`src/design/psl_pkg.sv`:
```
// shared constants and types for the port status lamp block
package psl_pkg;

  // lamp colour codes
  typedef enum logic [1:0] {
    PSL_OFF    = 2'b00,
    PSL_GREEN  = 2'b01,
    PSL_YELLOW = 2'b10,
    PSL_ORANGE = 2'b11
  } psl_color_t;

  // display modes, in button order
  typedef enum logic [1:0] {
    PSL_MODE_A = 2'b00,
    PSL_MODE_B = 2'b01,
    PSL_MODE_C = 2'b10,
    PSL_MODE_D = 2'b11
  } psl_mode_t;

  // port speed codes
  typedef enum logic [1:0] {
    PSL_SPD_10   = 2'b00,
    PSL_SPD_100  = 2'b01,
    PSL_SPD_1000 = 2'b10
  } psl_speed_t;

  // plug handling states
  typedef enum logic [2:0] {
    PSL_PLG_BOOT  = 3'b000,
    PSL_PLG_SAVE  = 3'b001,
    PSL_PLG_LOAD  = 3'b010,
    PSL_PLG_RUN   = 3'b011,
    PSL_PLG_NONE  = 3'b100,
    PSL_PLG_FAULT = 3'b101
  } psl_plug_state_t;

  // per-port status from the switch core
  typedef struct packed {
    logic       link;
    logic       blocking;
    logic       admin_off;
    logic       mirror_dest;
    logic       rx_act;
    logic       tx_act;
    logic       optical_gig;
    psl_speed_t speed;
    psl_speed_t set_speed;
    logic       autoneg;
    logic       conn_problem;
    logic       full_duplex;
    logic       monitored;
  } psl_port_t;

  // plug status from the memory controller
  typedef struct packed {
    logic present;
    logic empty;
    logic compatible;
    logic malfunction;
    logic xfer_done;
  } psl_plug_in_t;

  // plug commands to the memory controller
  typedef struct packed {
    logic save_all;
    logic load_all;
    logic write_changes;
    logic use_internal;
    logic diag_fault;
  } psl_plug_out_t;

  localparam int unsigned PSL_CLK_HZ = 250_000_000;
  localparam int unsigned PSL_IDLE_S = 60;
  localparam int unsigned PSL_TICK_HZ = 24;
  localparam int unsigned PSL_TICK_CYC = PSL_CLK_HZ / PSL_TICK_HZ;
  localparam int unsigned PSL_TICK_W = 24;
  localparam int unsigned PSL_PHASE_W = 5;
  localparam logic [PSL_PHASE_W-1:0] PSL_PHASE_LAST = 5'h17;
  // half periods in ticks: 1, 3 and 4 flashes per second
  localparam logic [PSL_PHASE_W-1:0] PSL_HALF_1HZ = 5'h0C;
  localparam logic [PSL_PHASE_W-1:0] PSL_HALF_3HZ = 5'h04;
  localparam logic [PSL_PHASE_W-1:0] PSL_HALF_4HZ = 5'h03;
  localparam int unsigned PSL_IDLE_TICKS = PSL_IDLE_S * PSL_TICK_HZ;
  localparam int unsigned PSL_IDLE_W = 11;

endpackage : psl_pkg

```
`src/design/psl_flash_base.sv`:
```
// shared flash time base: tick divider and in-phase flash levels
module psl_flash_base
  import psl_pkg::*;
#(
  parameter int unsigned TICK_CYC = PSL_TICK_CYC
) (
  input wire logic clock_in, // system clock
  input wire logic rst_n_in, // async reset, active low
  input wire logic ce_in, // clock enable
  output logic tick_out, // one-cycle pulse every tick
  output logic flash_1hz_out, // 1 flash per second level
  output logic flash_3hz_out, // 3 flashes per second level
  output logic flash_4hz_out // 4 flashes per second level
);

  typedef struct packed {
    logic [PSL_TICK_W-1:0] div;
    logic [PSL_PHASE_W-1:0] phase;
    logic tick;
  } psl_fb_state_t;

  psl_fb_state_t st_reg;
  psl_fb_state_t st_next;

  // level is on in the first half of each period of 2*half ticks
  function automatic logic flash_level(input logic [PSL_PHASE_W-1:0] ph,
                                       input logic [PSL_PHASE_W-1:0] half);
    logic [PSL_PHASE_W-1:0] r;
    r = ph % (half << 1);
    return r < half;
  endfunction : flash_level

  always_comb begin
    st_next = st_reg;
    st_next.tick = 1'b0;
    if (st_reg.div == PSL_TICK_W'(TICK_CYC - 1)) begin
      st_next.div = '0;
      st_next.tick = 1'b1;
      st_next.phase = (st_reg.phase == PSL_PHASE_LAST) ? '0
                      : PSL_PHASE_W'(st_reg.phase + 1'b1);
    end else begin
      st_next.div = PSL_TICK_W'(st_reg.div + 1'b1);
    end
  end

  always_ff @(posedge clock_in or negedge rst_n_in) begin
    if (!rst_n_in) begin
      st_reg <= '0;
    end else if (ce_in) begin
      st_reg <= st_next;
    end
  end

  assign tick_out = st_reg.tick;
  assign flash_1hz_out = flash_level(st_reg.phase, PSL_HALF_1HZ);
  assign flash_3hz_out = flash_level(st_reg.phase, PSL_HALF_3HZ);
  assign flash_4hz_out = flash_level(st_reg.phase, PSL_HALF_4HZ);

endmodule : psl_flash_base

```
`src/design/psl_port_lamps.sv`:
```
// per-port status lamps, display mode selection and config plug startup
// Notes on behaviour
// - no link keeps the port lamp dark (code: except in mode D and for a fixed speed fault in mode B)
// - link and forwarding gives steady green
// - blocking port flashes green once per second
// - admin disabled port flashes green thrice per second
// - mirror destination flashes green four per second
// - mode A shows receive activity in yellow
// - optical gigabit ports show rx and tx
// - mode B speed: dark, green, orange
// - fixed speed fault still shows configured speed
// - autoneg fault in speed mode turns lamp off
// - mode C duplex: dark half, green full
// - mode D: green when port is monitored
// - monitored port without link raises fault contact
// - empty plug at startup gets full configuration
// - accepted plug receives runtime configuration changes
// - inserted plug excludes internal configuration memory (code: only a plug present at startup; one inserted later is ignored)
// - accepted written plug is loaded at startup
// - accept plug only from compatible device type (code: an empty plug is saved to without checking compatible)
// - incompatible, removed or broken plug raises diagnostic
// - without plug use internal configuration memory (code: only with no plug at startup; not after a plug is removed)
// - short press advances display mode cyclically
// - one idle minute returns to mode A
module psl_port_lamps
  import psl_pkg::*;
#(
  parameter int unsigned NUM_PORTS = 8,
  parameter int unsigned TICK_CYC = PSL_TICK_CYC,
  parameter int unsigned IDLE_TICKS = PSL_IDLE_TICKS
) (
  input wire logic clock_in, // system clock, 250 MHz
  input wire logic rst_n_in, // async reset, active low
  input wire logic ce_in, // clock enable, freezes all state when low
  input wire psl_port_t [NUM_PORTS-1:0] port_in, // per-port status
  input wire logic button_press_in, // one-cycle short press of mode button
  input wire logic cfg_change_in, // one-cycle pulse: configuration changed
  input wire psl_plug_in_t plug_in, // plug status
  output psl_color_t [NUM_PORTS-1:0] per_port_status_lamps_out, // port lamps
  output psl_mode_t display_mode_out, // active display mode
  output psl_color_t display_mode_lamp_out, // mode lamp colour
  output logic fault_contact_out, // fault signalling contact, high active
  output logic error_state_out, // device error state
  output psl_plug_out_t plug_out, // plug commands and diagnostic
  output psl_plug_state_t plug_state_out // plug handling state
);

  typedef struct packed {
    psl_mode_t mode;
    logic [PSL_IDLE_W-1:0] idle;
    psl_plug_state_t plug;
    logic diag;
    psl_plug_out_t pcmd;
    logic fault;
    psl_color_t [NUM_PORTS-1:0] lamps;
  } psl_state_t;

  psl_state_t st_reg;
  psl_state_t st_next;

  logic tick;
  logic fl_1hz;
  logic fl_3hz;
  logic fl_4hz;

  psl_flash_base #(
    .TICK_CYC(TICK_CYC)
  ) u_flash (
    .clock_in(clock_in),
    .rst_n_in(rst_n_in),
    .ce_in(ce_in),
    .tick_out(tick),
    .flash_1hz_out(fl_1hz),
    .flash_3hz_out(fl_3hz),
    .flash_4hz_out(fl_4hz)
  );

  function automatic psl_color_t on_if(input logic cond, input psl_color_t c);
    return cond ? c : PSL_OFF;
  endfunction : on_if

  function automatic psl_color_t speed_color(input psl_speed_t s);
    case (s)
      PSL_SPD_100: return PSL_GREEN;
      PSL_SPD_1000: return PSL_ORANGE;
      default: return PSL_OFF;
    endcase
  endfunction : speed_color

  // link-state view, highest priority first
  function automatic psl_color_t link_view(input psl_port_t p, input logic f1,
                                           input logic f3, input logic f4);
    if (!p.link) return PSL_OFF;
    else if (p.mirror_dest) return on_if(f4, PSL_GREEN);
    else if (p.admin_off) return on_if(f3, PSL_GREEN);
    else if (p.blocking) return on_if(f1, PSL_GREEN);
    else return PSL_GREEN;
  endfunction : link_view

  function automatic psl_color_t mode_view(input psl_mode_t m, input psl_port_t p);
    logic act;
    act = p.rx_act | (p.optical_gig & p.tx_act);
    case (m)
      PSL_MODE_A: return on_if(act, PSL_YELLOW);
      PSL_MODE_B: begin
        if (p.conn_problem && p.autoneg) return PSL_OFF;
        else if (p.conn_problem) return speed_color(p.set_speed);
        else return speed_color(p.speed);
      end
      PSL_MODE_C: return on_if(p.full_duplex, PSL_GREEN);
      PSL_MODE_D: return on_if(p.monitored, PSL_GREEN);
      default: return PSL_OFF;
    endcase
  endfunction : mode_view

  always_comb begin
    logic any_fault;
    psl_color_t lv;
    psl_color_t mv;
    st_next = st_reg;
    any_fault = 1'b0;
    lv = PSL_OFF;
    mv = PSL_OFF;

    // display mode selection and idle timeout
    if (button_press_in) begin
      st_next.mode = psl_mode_t'(st_reg.mode + 2'h1);
      st_next.idle = '0;
    end else if (tick) begin
      if (st_reg.idle >= PSL_IDLE_W'(IDLE_TICKS)) begin
        st_next.mode = PSL_MODE_A;
      end else begin
        st_next.idle = PSL_IDLE_W'(st_reg.idle + 1'b1);
      end
    end

    // lamps: in mode A, link-state overlay where a port is not plainly forwarding
    for (int i = 0; i < NUM_PORTS; i++) begin
      lv = link_view(port_in[i], fl_1hz, fl_3hz, fl_4hz);
      mv = mode_view(st_reg.mode, port_in[i]);
      if (!port_in[i].link && !(st_reg.mode == PSL_MODE_D)
          && !(st_reg.mode == PSL_MODE_B && port_in[i].conn_problem
               && !port_in[i].autoneg)) begin
        st_next.lamps[i] = PSL_OFF;
      end else if (st_reg.mode == PSL_MODE_A) begin
        // activity only replaces the steady green of a forwarding port
        st_next.lamps[i] = (port_in[i].mirror_dest || port_in[i].admin_off
                            || port_in[i].blocking || mv == PSL_OFF) ? lv : mv;
      end else begin
        st_next.lamps[i] = mv;
      end
      if (port_in[i].monitored && !port_in[i].link) begin
        any_fault = 1'b1;
      end
    end
    st_next.fault = any_fault;

    // configuration plug handling
    st_next.pcmd = '0;
    st_next.pcmd.use_internal = (st_reg.plug == PSL_PLG_NONE);
    case (st_reg.plug)
      PSL_PLG_BOOT: begin
        if (!plug_in.present) begin
          st_next.plug = PSL_PLG_NONE;
        end else if (plug_in.malfunction) begin
          st_next.plug = PSL_PLG_FAULT;
        end else if (plug_in.empty) begin
          st_next.plug = PSL_PLG_SAVE;
        end else if (plug_in.compatible) begin
          st_next.plug = PSL_PLG_LOAD;
        end else begin
          st_next.plug = PSL_PLG_FAULT;
        end
      end
      PSL_PLG_SAVE: begin
        st_next.pcmd.save_all = 1'b1;
        if (plug_in.xfer_done) st_next.plug = PSL_PLG_RUN;
      end
      PSL_PLG_LOAD: begin
        st_next.pcmd.load_all = 1'b1;
        if (plug_in.xfer_done) st_next.plug = PSL_PLG_RUN;
      end
      PSL_PLG_RUN: begin
        st_next.pcmd.write_changes = cfg_change_in;
      end
      PSL_PLG_NONE: begin
        st_next.pcmd.use_internal = 1'b1;
      end
      PSL_PLG_FAULT: begin
      end
      default: st_next.plug = PSL_PLG_FAULT;
    endcase
    if ((st_reg.plug == PSL_PLG_SAVE || st_reg.plug == PSL_PLG_LOAD
         || st_reg.plug == PSL_PLG_RUN)
        && (!plug_in.present || plug_in.malfunction)) begin
      st_next.plug = PSL_PLG_FAULT;
      st_next.pcmd.save_all = 1'b0;
      st_next.pcmd.load_all = 1'b0;
      st_next.pcmd.write_changes = 1'b0;
    end
    st_next.diag = (st_next.plug == PSL_PLG_FAULT);
    st_next.pcmd.diag_fault = st_next.diag;
  end

  always_ff @(posedge clock_in or negedge rst_n_in) begin
    if (!rst_n_in) begin
      st_reg <= '0;
    end else if (ce_in) begin
      st_reg <= st_next;
    end
  end

  assign per_port_status_lamps_out = st_reg.lamps;
  assign display_mode_out = st_reg.mode;
  assign fault_contact_out = st_reg.fault | st_reg.diag;
  assign error_state_out = st_reg.fault;
  assign plug_out = st_reg.pcmd;
  assign plug_state_out = st_reg.plug;

  // mode lamp: A off, B green, C orange, D flashes yellow/orange
  always_comb begin
    case (st_reg.mode)
      PSL_MODE_B: display_mode_lamp_out = PSL_GREEN;
      PSL_MODE_C: display_mode_lamp_out = PSL_ORANGE;
      PSL_MODE_D: display_mode_lamp_out = fl_1hz ? PSL_YELLOW : PSL_ORANGE;
      default: display_mode_lamp_out = PSL_OFF;
    endcase
  end

endmodule : psl_port_lamps

```
`config.mk`:
```
export PLATFORM = sky130hd
export DESIGN_NAME = psl_port_lamps
export DESIGN_NICKNAME = d
export VERILOG_FILES = /design/src/design/psl_pkg.sv /design/src/design/psl_flash_base.sv /design/src/design/psl_port_lamps.sv
export SDC_FILE = /design/constraint.sdc
export NUM_CORES = 1
export LEC_CHECK = 0
export BUFFER_PORTS_ARGS = -buffer_cell sky130_fd_sc_hd__buf_2
export CAP_MARGIN = 10
export CORE_ASPECT_RATIO = 0.7
export CORE_MARGIN = 5
export CORE_UTILIZATION = 53
export DETAILED_ROUTE_END_ITERATION = 7
export PLACE_DENSITY = 0.9
export SLEW_MARGIN = 10
export SYNTH_ARGS = -nofsm -noshare
export SYNTH_HDL_FRONTEND = slang
export SYNTH_HIERARCHICAL = 1
export SYNTH_SLANG_ARGS = --single-unit
```
`constraint.sdc`:
```
create_clock -name clock_in -period 3.2 [get_ports clock_in]
set_input_delay 0.96 -clock clock_in [delete_from_list [all_inputs] [get_ports clock_in]]
set_output_delay 0.96 -clock clock_in [all_outputs]
set_load 0.02 [all_outputs]
```
==> results.ini, run 1 <==
[status]
run_status = finished, final reports clean

[floorplan]
die_area_mm2 = 0.01204
fp.dieW_um = 129.0
start_util = 0.5428
row_count = 30
fp.dieH_um = 93.32
core-area_mm2 = 0.009684
ioPinCount = 160

[synthesis]
synth_area_mm2 = 0.005256
async_flop_share = 1.000
synth_cell_type_count = 70
yosysWarnings = 6
ys_ff_latch = 68
ys_seq_area_frac = 0.3237
synth_edf_count = 0
synth_nets = 758
ys.flop_type = dfrtp_1
syn_area_per_cell_um2 = 8.775
synthCells = 599

[routing]
viasPerCell = 6.174
route.final.wire_length_um = 15490
dr.pass1.iters = 5
drtIter0Drc = 510
num_vias = 5322
antenna_left = 0
post_drt_wl_per_cell_um = 17.97
drc = 0

[placed_design]
pre_cts_ws_ns = 0.1317
gp_congestion = 0.9447
dp_hpwl_um = 11860
placed_area_mm2 = 0.005989
io_buffers = 159

[pwr]
p_leak_nw = 3.060
power_density_mw_per_mm2 = 472.7
power_mw = 2.974
vdd_ir_drop_max_mv = 0.3481

[timing]
period_minus_slack_ns = 2.955
setup_viol = 0
slew_viol_final = 0
setup_tns_ns = 0
slew_headroom = 0.4404
fin_crit_sh = 0.9236
fmax_ghz = 0.3384
worst_slack_ns = 0.2445
hold_viol = 0
fin_skew_ns = 0.004412
worstMarginPinSlew_ns = 0.8363

[finish]
nFillCells = 760
largest_reg_flops = 29
insertedDiodeCount = 0
nets = 889
finalInstanceArea_mm2 = 0.006291
drive_gt1_frac = 0.2916
syn_to_final_growth_pct = 19.69

[worst_setup_path]
cp_data_arrival_time_ns = 3.22
rrSetupSlack_ns = 0.24
crit_required_ns = 3.47
worstSetupStartpointType = flip-flop
end_kind = flip-flop
critPathMaxFanout = 7
path_class = flip-flop to flip-flop

[clock_network]
clock-sinks = 68
clock_latency_ns = 0.33
cts_resized = 0
post_cts_buffers = 0
cts_hold_buf = 0
clock-root-buffer = clkbuf_16
cts_buffers = 9
cts_tree = done
ctsHtreeMaxLevel = 3
clk_pin_slew_worst_paths_ns = 0.05
ctsLongestPathBuffers = 2

[grt]
grt_max_degree = 40
grt_pass1_vias = 5077
overflow = 0
grt_pass1_wl_um = 24820
grt.total_usage = 0.2552
antenna_found_initial = 0

[run]
cap_viol_max_count = 0

[hold_path]
hold_path_class = flip-flop to flip-flop

## report_power, final
| group | leakage [nW] | total (mW) | internal, mW | switching, mW |
|---|---|---|---|---|
| Sequential | 0.910 | 1.06 | 0.954 | 0.105 |
| Combinational | 2.00 | 0.966 | 0.365 | 0.601 |
| Clock | 0.145 | 0.948 | 0.603 | 0.345 |
| Total | 3.06 | 2.97 | 1.92 | 1.05 |
## layout by cell type, fill, tap and decap left out, types with 7 or more instances in the layout
| master | n |
|---|---|
| buf_2 | 159 |
| buf_4 | 9 |
| a211oi_1 | 9 |
| a221o_1 | 7 |
| a31oi_1 | 14 |
| o211ai_1 | 8 |
| inv_1 | 57 |
| nor4b_1 | 7 |
| nand2_1 | 50 |
| nand4_1 | 13 |
| nand3_1 | 11 |
| xnor2_1 | 12 |
| a22oi_1 | 7 |
| nor2b_1 | 9 |
| nor3b_1 | 9 |
| clkbuf_16 | 9 |
| o21ai_0 | 25 |
| o2bb2ai_1 | 8 |
| o31ai_1 | 14 |
| o311ai_1 | 8 |
| nor2_1 | 37 |
| dfrtp_1 | 66 |
| ha_1 | 29 |
| xor2_1 | 10 |
| nor3_1 | 11 |
| o22ai_1 | 10 |
| a21oi_1 | 9 |
## cells by family (layout without fill, tap and decap cells)
logic type	count (synthesis)	in the layout	synth area share
xor gates and xnor gates	22	22	0.03666
AOI/OAI and AO/OA	165	165	0.2399
DFF	68	68	0.3237
buffers and inverters	107	242	0.1005
muxes	5	5	0.01095
and+or+nand+nor	203	203	0.2192
adders and majority gates	29	29	0.06903
## cell type report
type / instances / area, um^2 / share of cell area
clock buffers: 14 / 284.0 / 0.04515
clock inverters: 1 / 5.005 / 0.0007955
inverters: 58 / 217.7 / 0.03461
multi-input cells: 424 / 3037 / 0.4827
flip-flops and latches: 68 / 1704 / 0.2709
well taps: 128 / 160.2 / 0.02546
repair buffers: 169 / 883.3 / 0.1404
## cell usage after synthesis (all sizes together), types with 9 or more instances
library cell,number,area share
a211oi,9,0.013
a21oi,9,0.0086
a31oi,14,0.017
buf,42,0.054
dfrtp,68,0.32
ha,29,0.069
inv,57,0.041
nand2,50,0.036
nand3,13,0.014
nand4,13,0.015
nor2,37,0.026
nor2b,11,0.013
nor3,13,0.015
nor3b,10,0.015
nor4b,9,0.017
o211ai,9,0.014
o21ai,27,0.029
o22ai,10,0.012
o31ai,14,0.020
xnor2,12,0.020
xor2,10,0.017
## critical path, cell delays in order (launching register included)
cell     delay (ns)
dfrtp_2        0.43
nor2b_2        0.22
inv_1          0.07
ha_1           0.27
xnor2_1        0.22
and2_1         0.17
ha_1           0.22
a21oi_1        0.18
mux2i_1        0.09
o21ai_0        0.16
buf_4          0.19
nor2b_1        0.06
nor4_1         0.25
o311a_1        0.21
a221o_1        0.14
## stage by stage
stage | hold WS, ns | util | std cells
after floorplan | 0.4476 | - | 599
after global placement | 0.4678 | 0.6185 | 847
after detailed placement | 0.4753 | 0.6185 | 847
after CTS | 0.4913 | 0.6483 | 862
after global routing | 0.5155 | 0.6496 | 862
final | 0.4899 | 0.6496 | 862
## final timing paths
path | cells past startpoint | end | start
worst max-delay path | 14 | per_port_status_lamps_out[6] | u_flash/st_reg[5]
worst min-delay path | 1 | per_port_status_lamps_out[5] | per_port_status_lamps_out[5]
worst max register to register | 14 | per_port_status_lamps_out[6] | u_flash/st_reg[5]
worst min register to register | 1 | per_port_status_lamps_out[5] | per_port_status_lamps_out[5]
max in group asynchronous | 2 | u_flash/st_reg[5] | rst_n_in
min in group asynchronous | 1 | plug_state_out[1] | rst_n_in
## layer usage
layer  up-vias  wire length, um  global-route usage
met2       329             7338              0.3978
met4         0              249             0.07780
met5         -                0                   0
met1      2496             6216              0.3465
met3        44             1686             0.07021
li1       2453                -                   -
No activity file was read; power rests on OpenSTA's default activity.
==> inputs of run 2 (changes only) <==
--- a/config.mk
+++ b/config.mk
@@ -7,11 +7,11 @@
 export LEC_CHECK = 0
 export BUFFER_PORTS_ARGS = -buffer_cell sky130_fd_sc_hd__buf_2
 export CAP_MARGIN = 10
-export CORE_ASPECT_RATIO = 0.7
+export CORE_ASPECT_RATIO = 1.25
 export CORE_MARGIN = 5
 export CORE_UTILIZATION = 53
 export DETAILED_ROUTE_END_ITERATION = 7
-export PLACE_DENSITY = 0.9
+export PLACE_DENSITY = 0.83
 export SLEW_MARGIN = 10
 export SYNTH_ARGS = -nofsm -noshare
 export SYNTH_HDL_FRONTEND = slang
==> results.ini, run 2 (same netlist as run 1, synthesis figures left out) <==
[finish]
final_common_cell = buf_2  ; unchanged
largest_reg_flops = 29  ; unchanged
nFillCells = 802  ; was 760
syn_to_final_growth_pct = 19.78  ; was 19.69%
drive_gt1_frac = 0.2948  ; was 0.2916
insertedDiodeCount = 0  ; unchanged
nets = 890  ; was 889
mostFrequentLayoutCells = 159 x buf_2, 66 x dfrtp_1, 57 x inv_1  ; unchanged
finalInstanceArea_mm2 = 0.006296  ; was 0.006291 mm^2

[timing]
setup_viol = 0  ; unchanged
fmax_ghz = 0.3366  ; was 0.3384 GHz
period_minus_slack_ns = 2.971  ; was 2.955 ns
setup_tns_ns = 0  ; unchanged
fin_skew_ns = 0.004499  ; was 0.004412 ns
slew_viol_final = 0  ; unchanged
worstMarginPinSlew_ns = 0.8672  ; was 0.8363 ns
fin_crit_sh = 0.9285  ; was 0.9236
rsz0062_at_grt = false
slew_headroom = 0.4197  ; was 0.4404
hold_viol = 0  ; unchanged

[placed_design]
placed_area_mm2 = 0.005995  ; was 0.005989 mm^2
io_buffers = 159  ; unchanged
gp_congestion = 0.9663  ; was 0.9447
dp_hpwl_um = 12100  ; was 11860 um

[status]
run_status = finished, final reports clean  ; unchanged

[floorplan]
start_util = 0.5442  ; was 0.5428
fp.dieW_um = 99.08  ; was 129.0 um
ioPinCount = 160  ; unchanged
core-area_mm2 = 0.009659  ; was 0.009684 mm^2
fp.dieH_um = 121.3  ; was 93.32 um
row_count = 40  ; was 30
die_area_mm2 = 0.01202  ; was 0.01204 mm^2

[hold_path]
hold_path_class = flip-flop to flip-flop  ; unchanged
hold_depth = 1  ; unchanged

[worst_setup_path]
path_class = flip-flop to flip-flop  ; unchanged
critPathMaxFanout = 7  ; unchanged
crit_required_ns = 3.47  ; about the same
end_kind = flip-flop  ; unchanged
cp_num_buf_inv = 1  ; was 2
crit_slowest_cell = dfrtp_2  ; unchanged
crit_family = simple AND/OR/NAND/NOR gates  ; unchanged
reg2regPathDepth = 14  ; unchanged
max_stage_delay_ns = 0.42  ; was 0.43 ns
worstSetupStartpointType = flip-flop  ; unchanged
critical_path.cell_chain = nor2b_4 > nand2_1 > ha_1 > xnor2_1 > and2_1 > ha_1 > a21oi_1 > mux2i_1 > o21ai_0 > buf_4 > nor2b_1 > nor4_1 > o311a_1 > a221o_1  ; was nor2b_2 > inv_1 > ha_1 > xnor2_1 > and2_1 > ha_1 > a21oi_1 > mux2i_1 > o21ai_0 > buf_4 > nor2b_1 > nor4_1 > o311a_1 > a221o_1
path_depth = 14  ; unchanged
path_common_cell = ha_1  ; unchanged
cp_data_arrival_time_ns = 3.24  ; was 3.22 ns

[pwr]
power_density_mw_per_mm2 = 476.1  ; was 472.7 mW/mm^2
vdd_ir_drop_max_mv = 0.3689  ; was 0.3481 mV
p_leak_nw = 3.064  ; was 3.060 nW

[clock_network]
clock-sinks = 68  ; unchanged
clock-root-buffer = clkbuf_16  ; unchanged
cts_tree = done  ; unchanged
ctsHtreeMaxLevel = 3  ; unchanged
clock_latency_ns = 0.33  ; about the same
ctsLongestPathBuffers = 2  ; unchanged
cts_buffers = 9  ; unchanged
clk_pin_slew_worst_paths_ns = 0.06  ; was 0.05 ns

[routing]
dr.pass1.iters = 6  ; was 5
drtIter0Drc = 417  ; was 510
antenna_left = 0  ; unchanged
drc = 0  ; unchanged
post_drt_wl_per_cell_um = 18.34  ; was 17.97 um
route.final.wire_length_um = 15810  ; was 15490 um
num_vias = 5302  ; was 5322
viasPerCell = 6.151  ; was 6.174

[grt]
antenna_found_initial = 1  ; was 0
grt_max_degree = 45  ; was 40
grt_pass1_wl_um = 25410  ; was 24820 um
overflow = 0  ; unchanged
grt.total_usage = 0.2614  ; was 0.2552
grt_pass1_vias = 5297  ; was 5077

[run]
cap_viol_max_count = 0  ; unchanged

-- run 2: cell count changes in the layout (fill, tap and decap cells not counted) --
cell	delta
clkinv_2	+2
buf_4	+1
clkbuf_8	-1
clkbuf_1	-1
clkinvlp_4	+1
-- run 2: area by class of cell --
| type | count | area (um^2) | area share |
|---|---|---|---|
| inverter | 58 | 217.7 | 0.03458 |
| timing repair buffer | 170 | 890.9 | 0.1415 |
| sequential | 68 | 1704 | 0.2707 |
| clock inverter | 4 | 22.52 | 0.003577 |
| multi-input combinational | 424 | 3037 | 0.4823 |
| clock buffer | 12 | 266.5 | 0.04233 |
| tap | 126 | 157.7 | 0.02504 |
-- run 2: worst paths after layout --
path,startpoint,end,slack (ns)
min in group asynchronous,rst_n_in,st_reg[31],0.65
worst max register to register,u_flash/st_reg[4],per_port_status_lamps_out[4],0.23
worst min register to register,per_port_status_lamps_out[15],per_port_status_lamps_out[15],0.48
worst min-delay path,per_port_status_lamps_out[15],per_port_status_lamps_out[15],0.48
worst max-delay path,u_flash/st_reg[4],per_port_status_lamps_out[4],0.23
max in group asynchronous,rst_n_in,u_flash/st_reg[5],1.87
-- run 2: through the flow --
step	setup WS (ns)	cells	hold WS (ns)	power, mW	utilization
final	0.2288	862	0.4833	2.998	0.6518
after global routing	0.01675	862	0.4940	3.148	0.6518
after CTS	0.1570	862	0.4840	2.998	0.6505
after detailed placement	0.1759	846	0.4680	2.036	0.6206
after global placement	0.3697	846	0.4635	2.009	0.6206
after floorplan	0.3499	599	0.4476	1.739	-
-- run 2: metal layers --
metal / vias up / wire, um / global-route usage
li1: 2460 / - / -
met1: 2548 / 5888 / 0.3026
met2: 261 / 7990 / 0.4660
met3: 31 / 1623 / 0.07188
met4: 2 / 291 / 0.07942
met5: - / 20 / 0
-- run 2: what timing repair did --
| item | CTS | global route |
|---|---|---|
| resized for setup | 0 | 5 |
| setup buffers | 0 | 0 |
| endpoints found under the setup margin | 0 | 8 |
| hold buffers | 0 | 0 |
| hold endpoints to repair | 0 | 0 |
-- run 2: power breakdown --
part | switching [mW] | internal, mW | leakage [nW]
Clock | 0.373 | 0.584 | 0.144
Combinational | 0.612 | 0.370 | 2.01
Sequential | 0.105 | 0.954 | 0.910
==> inputs of run 3 (changes only) <==
--- a/config.mk
+++ b/config.mk
@@ -5,11 +5,12 @@
 export SDC_FILE = /design/constraint.sdc
 export NUM_CORES = 1
 export LEC_CHECK = 0
+export ABC_AREA = 1
 export BUFFER_PORTS_ARGS = -buffer_cell sky130_fd_sc_hd__buf_2
 export CAP_MARGIN = 10
 export CORE_ASPECT_RATIO = 1.25
 export CORE_MARGIN = 5
-export CORE_UTILIZATION = 53
+export CORE_UTILIZATION = 54
 export DETAILED_ROUTE_END_ITERATION = 7
 export PLACE_DENSITY = 0.83
 export SLEW_MARGIN = 10
==> results.ini, run 3 <==
[synthesis]
synth_cell_type_count = 37  ; was 70
synthTopCellsByCount = 284 x nand2_1, 123 x inv_1, 100 x nor2_1  ; was 68 x dfrtp_1, 57 x inv_1, 50 x nand2_1
yosysWarnings = 6  ; unchanged
ys_ff_latch = 68  ; unchanged
ys.flop_type = dfrtp_1  ; unchanged
synthCells = 921  ; was 599
synth_nets = 1080  ; was 758
yosysTopAreaCellShare = 0.2921  ; was 0.3237
synth_top_area_cell = dfrtp_1  ; unchanged
ys_seq_area_frac = 0.2921  ; was 0.3237
synth.most_common_cell = nand2_1  ; was dfrtp_1
synthTopCellsByArea = dfrtp_1 29%, nand2_1 18%, inv_1 7.9%  ; was dfrtp_1 32%, ha_1 6.9%, buf_4 4.1%
syn_area_per_cell_um2 = 6.325  ; was 8.775 um^2
async_flop_share = 1.000  ; unchanged
synth_edf_count = 0  ; unchanged
synth_area_mm2 = 0.005826  ; was 0.005256 mm^2

[timing]
rsz0062_at_grt = false  ; unchanged
worstMarginPinSlew_ns = 0.6475  ; was 0.8672 ns
slew_headroom = 0.5684  ; was 0.4197
slew_viol_final = 0  ; unchanged
period_minus_slack_ns = 2.860  ; was 2.971 ns
fin_skew_ns = 0.003877  ; was 0.004499 ns
setup_viol = 0  ; unchanged
hold_viol = 0  ; unchanged
fin_crit_sh = 0.8937  ; was 0.9285
fmax_ghz = 0.3497  ; was 0.3366 GHz
setup_tns_ns = 0  ; unchanged

[clock_network]
clock-root-buffer = clkbuf_16  ; unchanged
clk_pin_slew_worst_paths_ns = 0.05  ; was 0.06 ns
clock-sinks = 68  ; unchanged
ctsLongestPathBuffers = 2  ; unchanged
cts_hold_buf = 0  ; unchanged
cts_tree = done  ; unchanged
post_cts_buffers = 0  ; unchanged
ctsHtreeMaxLevel = 3  ; unchanged
clock_latency_ns = 0.33  ; about the same
cts_buffers = 9  ; unchanged
cts_resized = 0  ; unchanged

[routing]
dr.pass1.iters = 5  ; was 6
wl_met2_um = 8125  ; was 7990 um
met3_wirelength_um = 1232  ; was 1623 um
drt-met1-wl_um = 6309  ; was 5888 um
post_drt_wl_per_cell_um = 13.56  ; was 18.34 um
maxUsedRoutingLayer = met4  ; was met5
num_vias = 6166  ; was 5302
viasPerCell = 5.173  ; was 6.151
antenna_left = 0  ; unchanged
drc = 0  ; unchanged
drtIter0Drc = 281  ; was 417
route.final.wire_length_um = 16160  ; was 15810 um

[finish]
drive_gt1_frac = 0.2019  ; was 0.2948
largest_reg_flops = 29  ; unchanged
mostFrequentLayoutCells = 284 x nand2_1, 159 x buf_2, 123 x inv_1  ; was 159 x buf_2, 66 x dfrtp_1, 57 x inv_1
nFillCells = 984  ; was 802
final_common_cell = nand2_1  ; was buf_2
fin_util = 0.6459  ; was 0.6518
insertedDiodeCount = 0  ; unchanged
nets = 1216  ; was 890
syn_to_final_growth_pct = 17.12  ; was 19.78%

[run]
cap_viol_max_count = 0  ; unchanged

[floorplan]
ioPinCount = 160  ; unchanged
fp.dieH_um = 126.1  ; was 121.3 um
core-area_mm2 = 0.01056  ; was 0.009659 mm^2
row_count = 42  ; was 40
die_area_mm2 = 0.01298  ; was 0.01202 mm^2
start_util = 0.5515  ; was 0.5442
fp.dieW_um = 102.9  ; was 99.08 um

[worst_setup_path]
critical_path.cell_chain = inv_1 > nor2_1 > nand2_1 > nand2_1 > inv_1 > inv_1 > a211oi_1 > a21oi_1 > buf_2  ; was nor2b_4 > nand2_1 > ha_1 > xnor2_1 > and2_1 > ha_1 > a21oi_1 > mux2i_1 > o21ai_0 > buf_4 > nor2b_1 > nor4_1 > o311a_1 > a221o_1
cp_num_buf_inv = 4  ; was 1
path_class = flip-flop to output port  ; was flip-flop to flip-flop
crit_required_ns = 2.24  ; was 3.47 ns
end_kind = output port  ; was flip-flop
max_stage_delay_ns = 0.37  ; was 0.42 ns
worstSetupStartpointType = flip-flop  ; unchanged
crit_slowest_cell = dfrtp_1  ; was dfrtp_2
critPathMaxFanout = 6  ; was 7
path_common_cell = inv_1  ; was ha_1
crit_family = buffers and inverters  ; was simple AND/OR/NAND/NOR gates
cp_data_arrival_time_ns = 1.90  ; was 3.24 ns

[grt]
grt.total_usage = 0.2518  ; was 0.2614
antenna_found_initial = 0  ; was 1
grt_max_degree = 43  ; was 45
grt_pass1_vias = 5740  ; was 5297
grt_pass1_wl_um = 26160  ; was 25410 um
overflow = 0  ; unchanged

[pwr]
power_density_mw_per_mm2 = 472.8  ; was 476.1 mW/mm^2
vdd_ir_drop_max_mv = 0.2498  ; was 0.3689 mV
p_leak_nw = 3.777  ; was 3.064 nW

[status]
run_status = finished, final reports clean  ; unchanged

[placed_design]
dp_hpwl_um = 13150  ; was 12100 um
io_buffers = 159  ; unchanged
gp_congestion = 0.9636  ; was 0.9663

[hold_path]
hold_path_class = flip-flop to flip-flop  ; unchanged

-- run 3: final cells by class --
class                   count  area [um^2]  area share
multi-input cells         676         3329      0.4880
flip-flops and latches     68         1702      0.2494
repair buffers            165        853.3      0.1251
inverters                 137        514.2     0.07537
clock buffers              12        246.5     0.03613
well taps                 132        165.2     0.02421
clock inverters             2        12.51    0.001834
-- run 3: power breakdown --
group          switching, mW  internal (mW)  total, mW
Sequential             0.143          0.989       1.13
Clock                  0.337          0.535      0.872
Combinational          0.800          0.422       1.22
Total                   1.28           1.95       3.23
-- run 3: final timing paths --
check	start	end	slack [ns]	depth (start not counted)
hold / removal	plug_out[1]	plug_out[1]	0.48	2
hold reg to reg	plug_out[1]	plug_out[1]	0.48	2
setup / recovery	u_flash/st_reg[4]	display_mode_lamp_out[0]	0.34	9
max in group asynchronous	rst_n_in	plug_out[4]	1.90	2
setup reg to reg	u_flash/st_reg[4]	per_port_status_lamps_out[12]	0.38	23
min in group asynchronous	rst_n_in	u_flash/st_reg[10]	0.66	1
-- run 3: stage by stage --
stage / instances / hold slack, ns / area [um^2] / setup WS [ns] / power [mW]
final: 1192 / 0.4761 / 6823 / 0.3402 / 3.226
after global routing: 1192 / 0.4970 / 6823 / 0.04003 / 3.455
after CTS: 1192 / 0.4773 / 6823 / 0.3352 / 3.236
after detailed placement: 1178 / 0.4641 / 6564 / 0.4439 / 2.353
after global placement: 1178 / 0.4630 / 6564 / 0.5902 / 2.337
after floorplan: 921 / 0.4500 / 5826 / 0.7150 / 2.019
-- run 3: cells by family (layout without fill, tap and decap cells) --
group	count (synthesis)	after routing	synth area share
flip-flops	68	68	0.2921
adder cells (fa/ha/maj)	29	29	0.06229
buffers and inverters	177	316	0.1364
AO/OA/AOI/OAI	123	123	0.1113
XOR/XNOR	11	11	0.01654
AND/OR/NAND/NOR	513	513	0.3814
-- run 3: routing by layer --
layer  vias up  global-route usage
met1      2698              0.3006
met4         0              0.1014
met3        42             0.05531
li1       3179                   -
met2       247              0.4314
met5         -                   0
-- run 3: worst register-to-register path, cell delays in order (launching register included) --
cell	delay, ns
dfrtp_1	0.37
inv_1	0.12
nor2_1	0.15
nand2_1	0.09
ha_1	0.23
nand2_1	0.12
nand2_1	0.10
nand2_1	0.13
inv_1	0.05
ha_1	0.28
nor2_1	0.09
nand3_1	0.08
nand3_1	0.08
inv_1	0.04
a21oi_1	0.12
buf_4	0.16
inv_1	0.09
nand2_1	0.07
nand3_1	0.06
a21oi_1	0.12
nand2_1	0.06
nand2_1	0.05
nand2_1	0.04
nand2_1	0.05
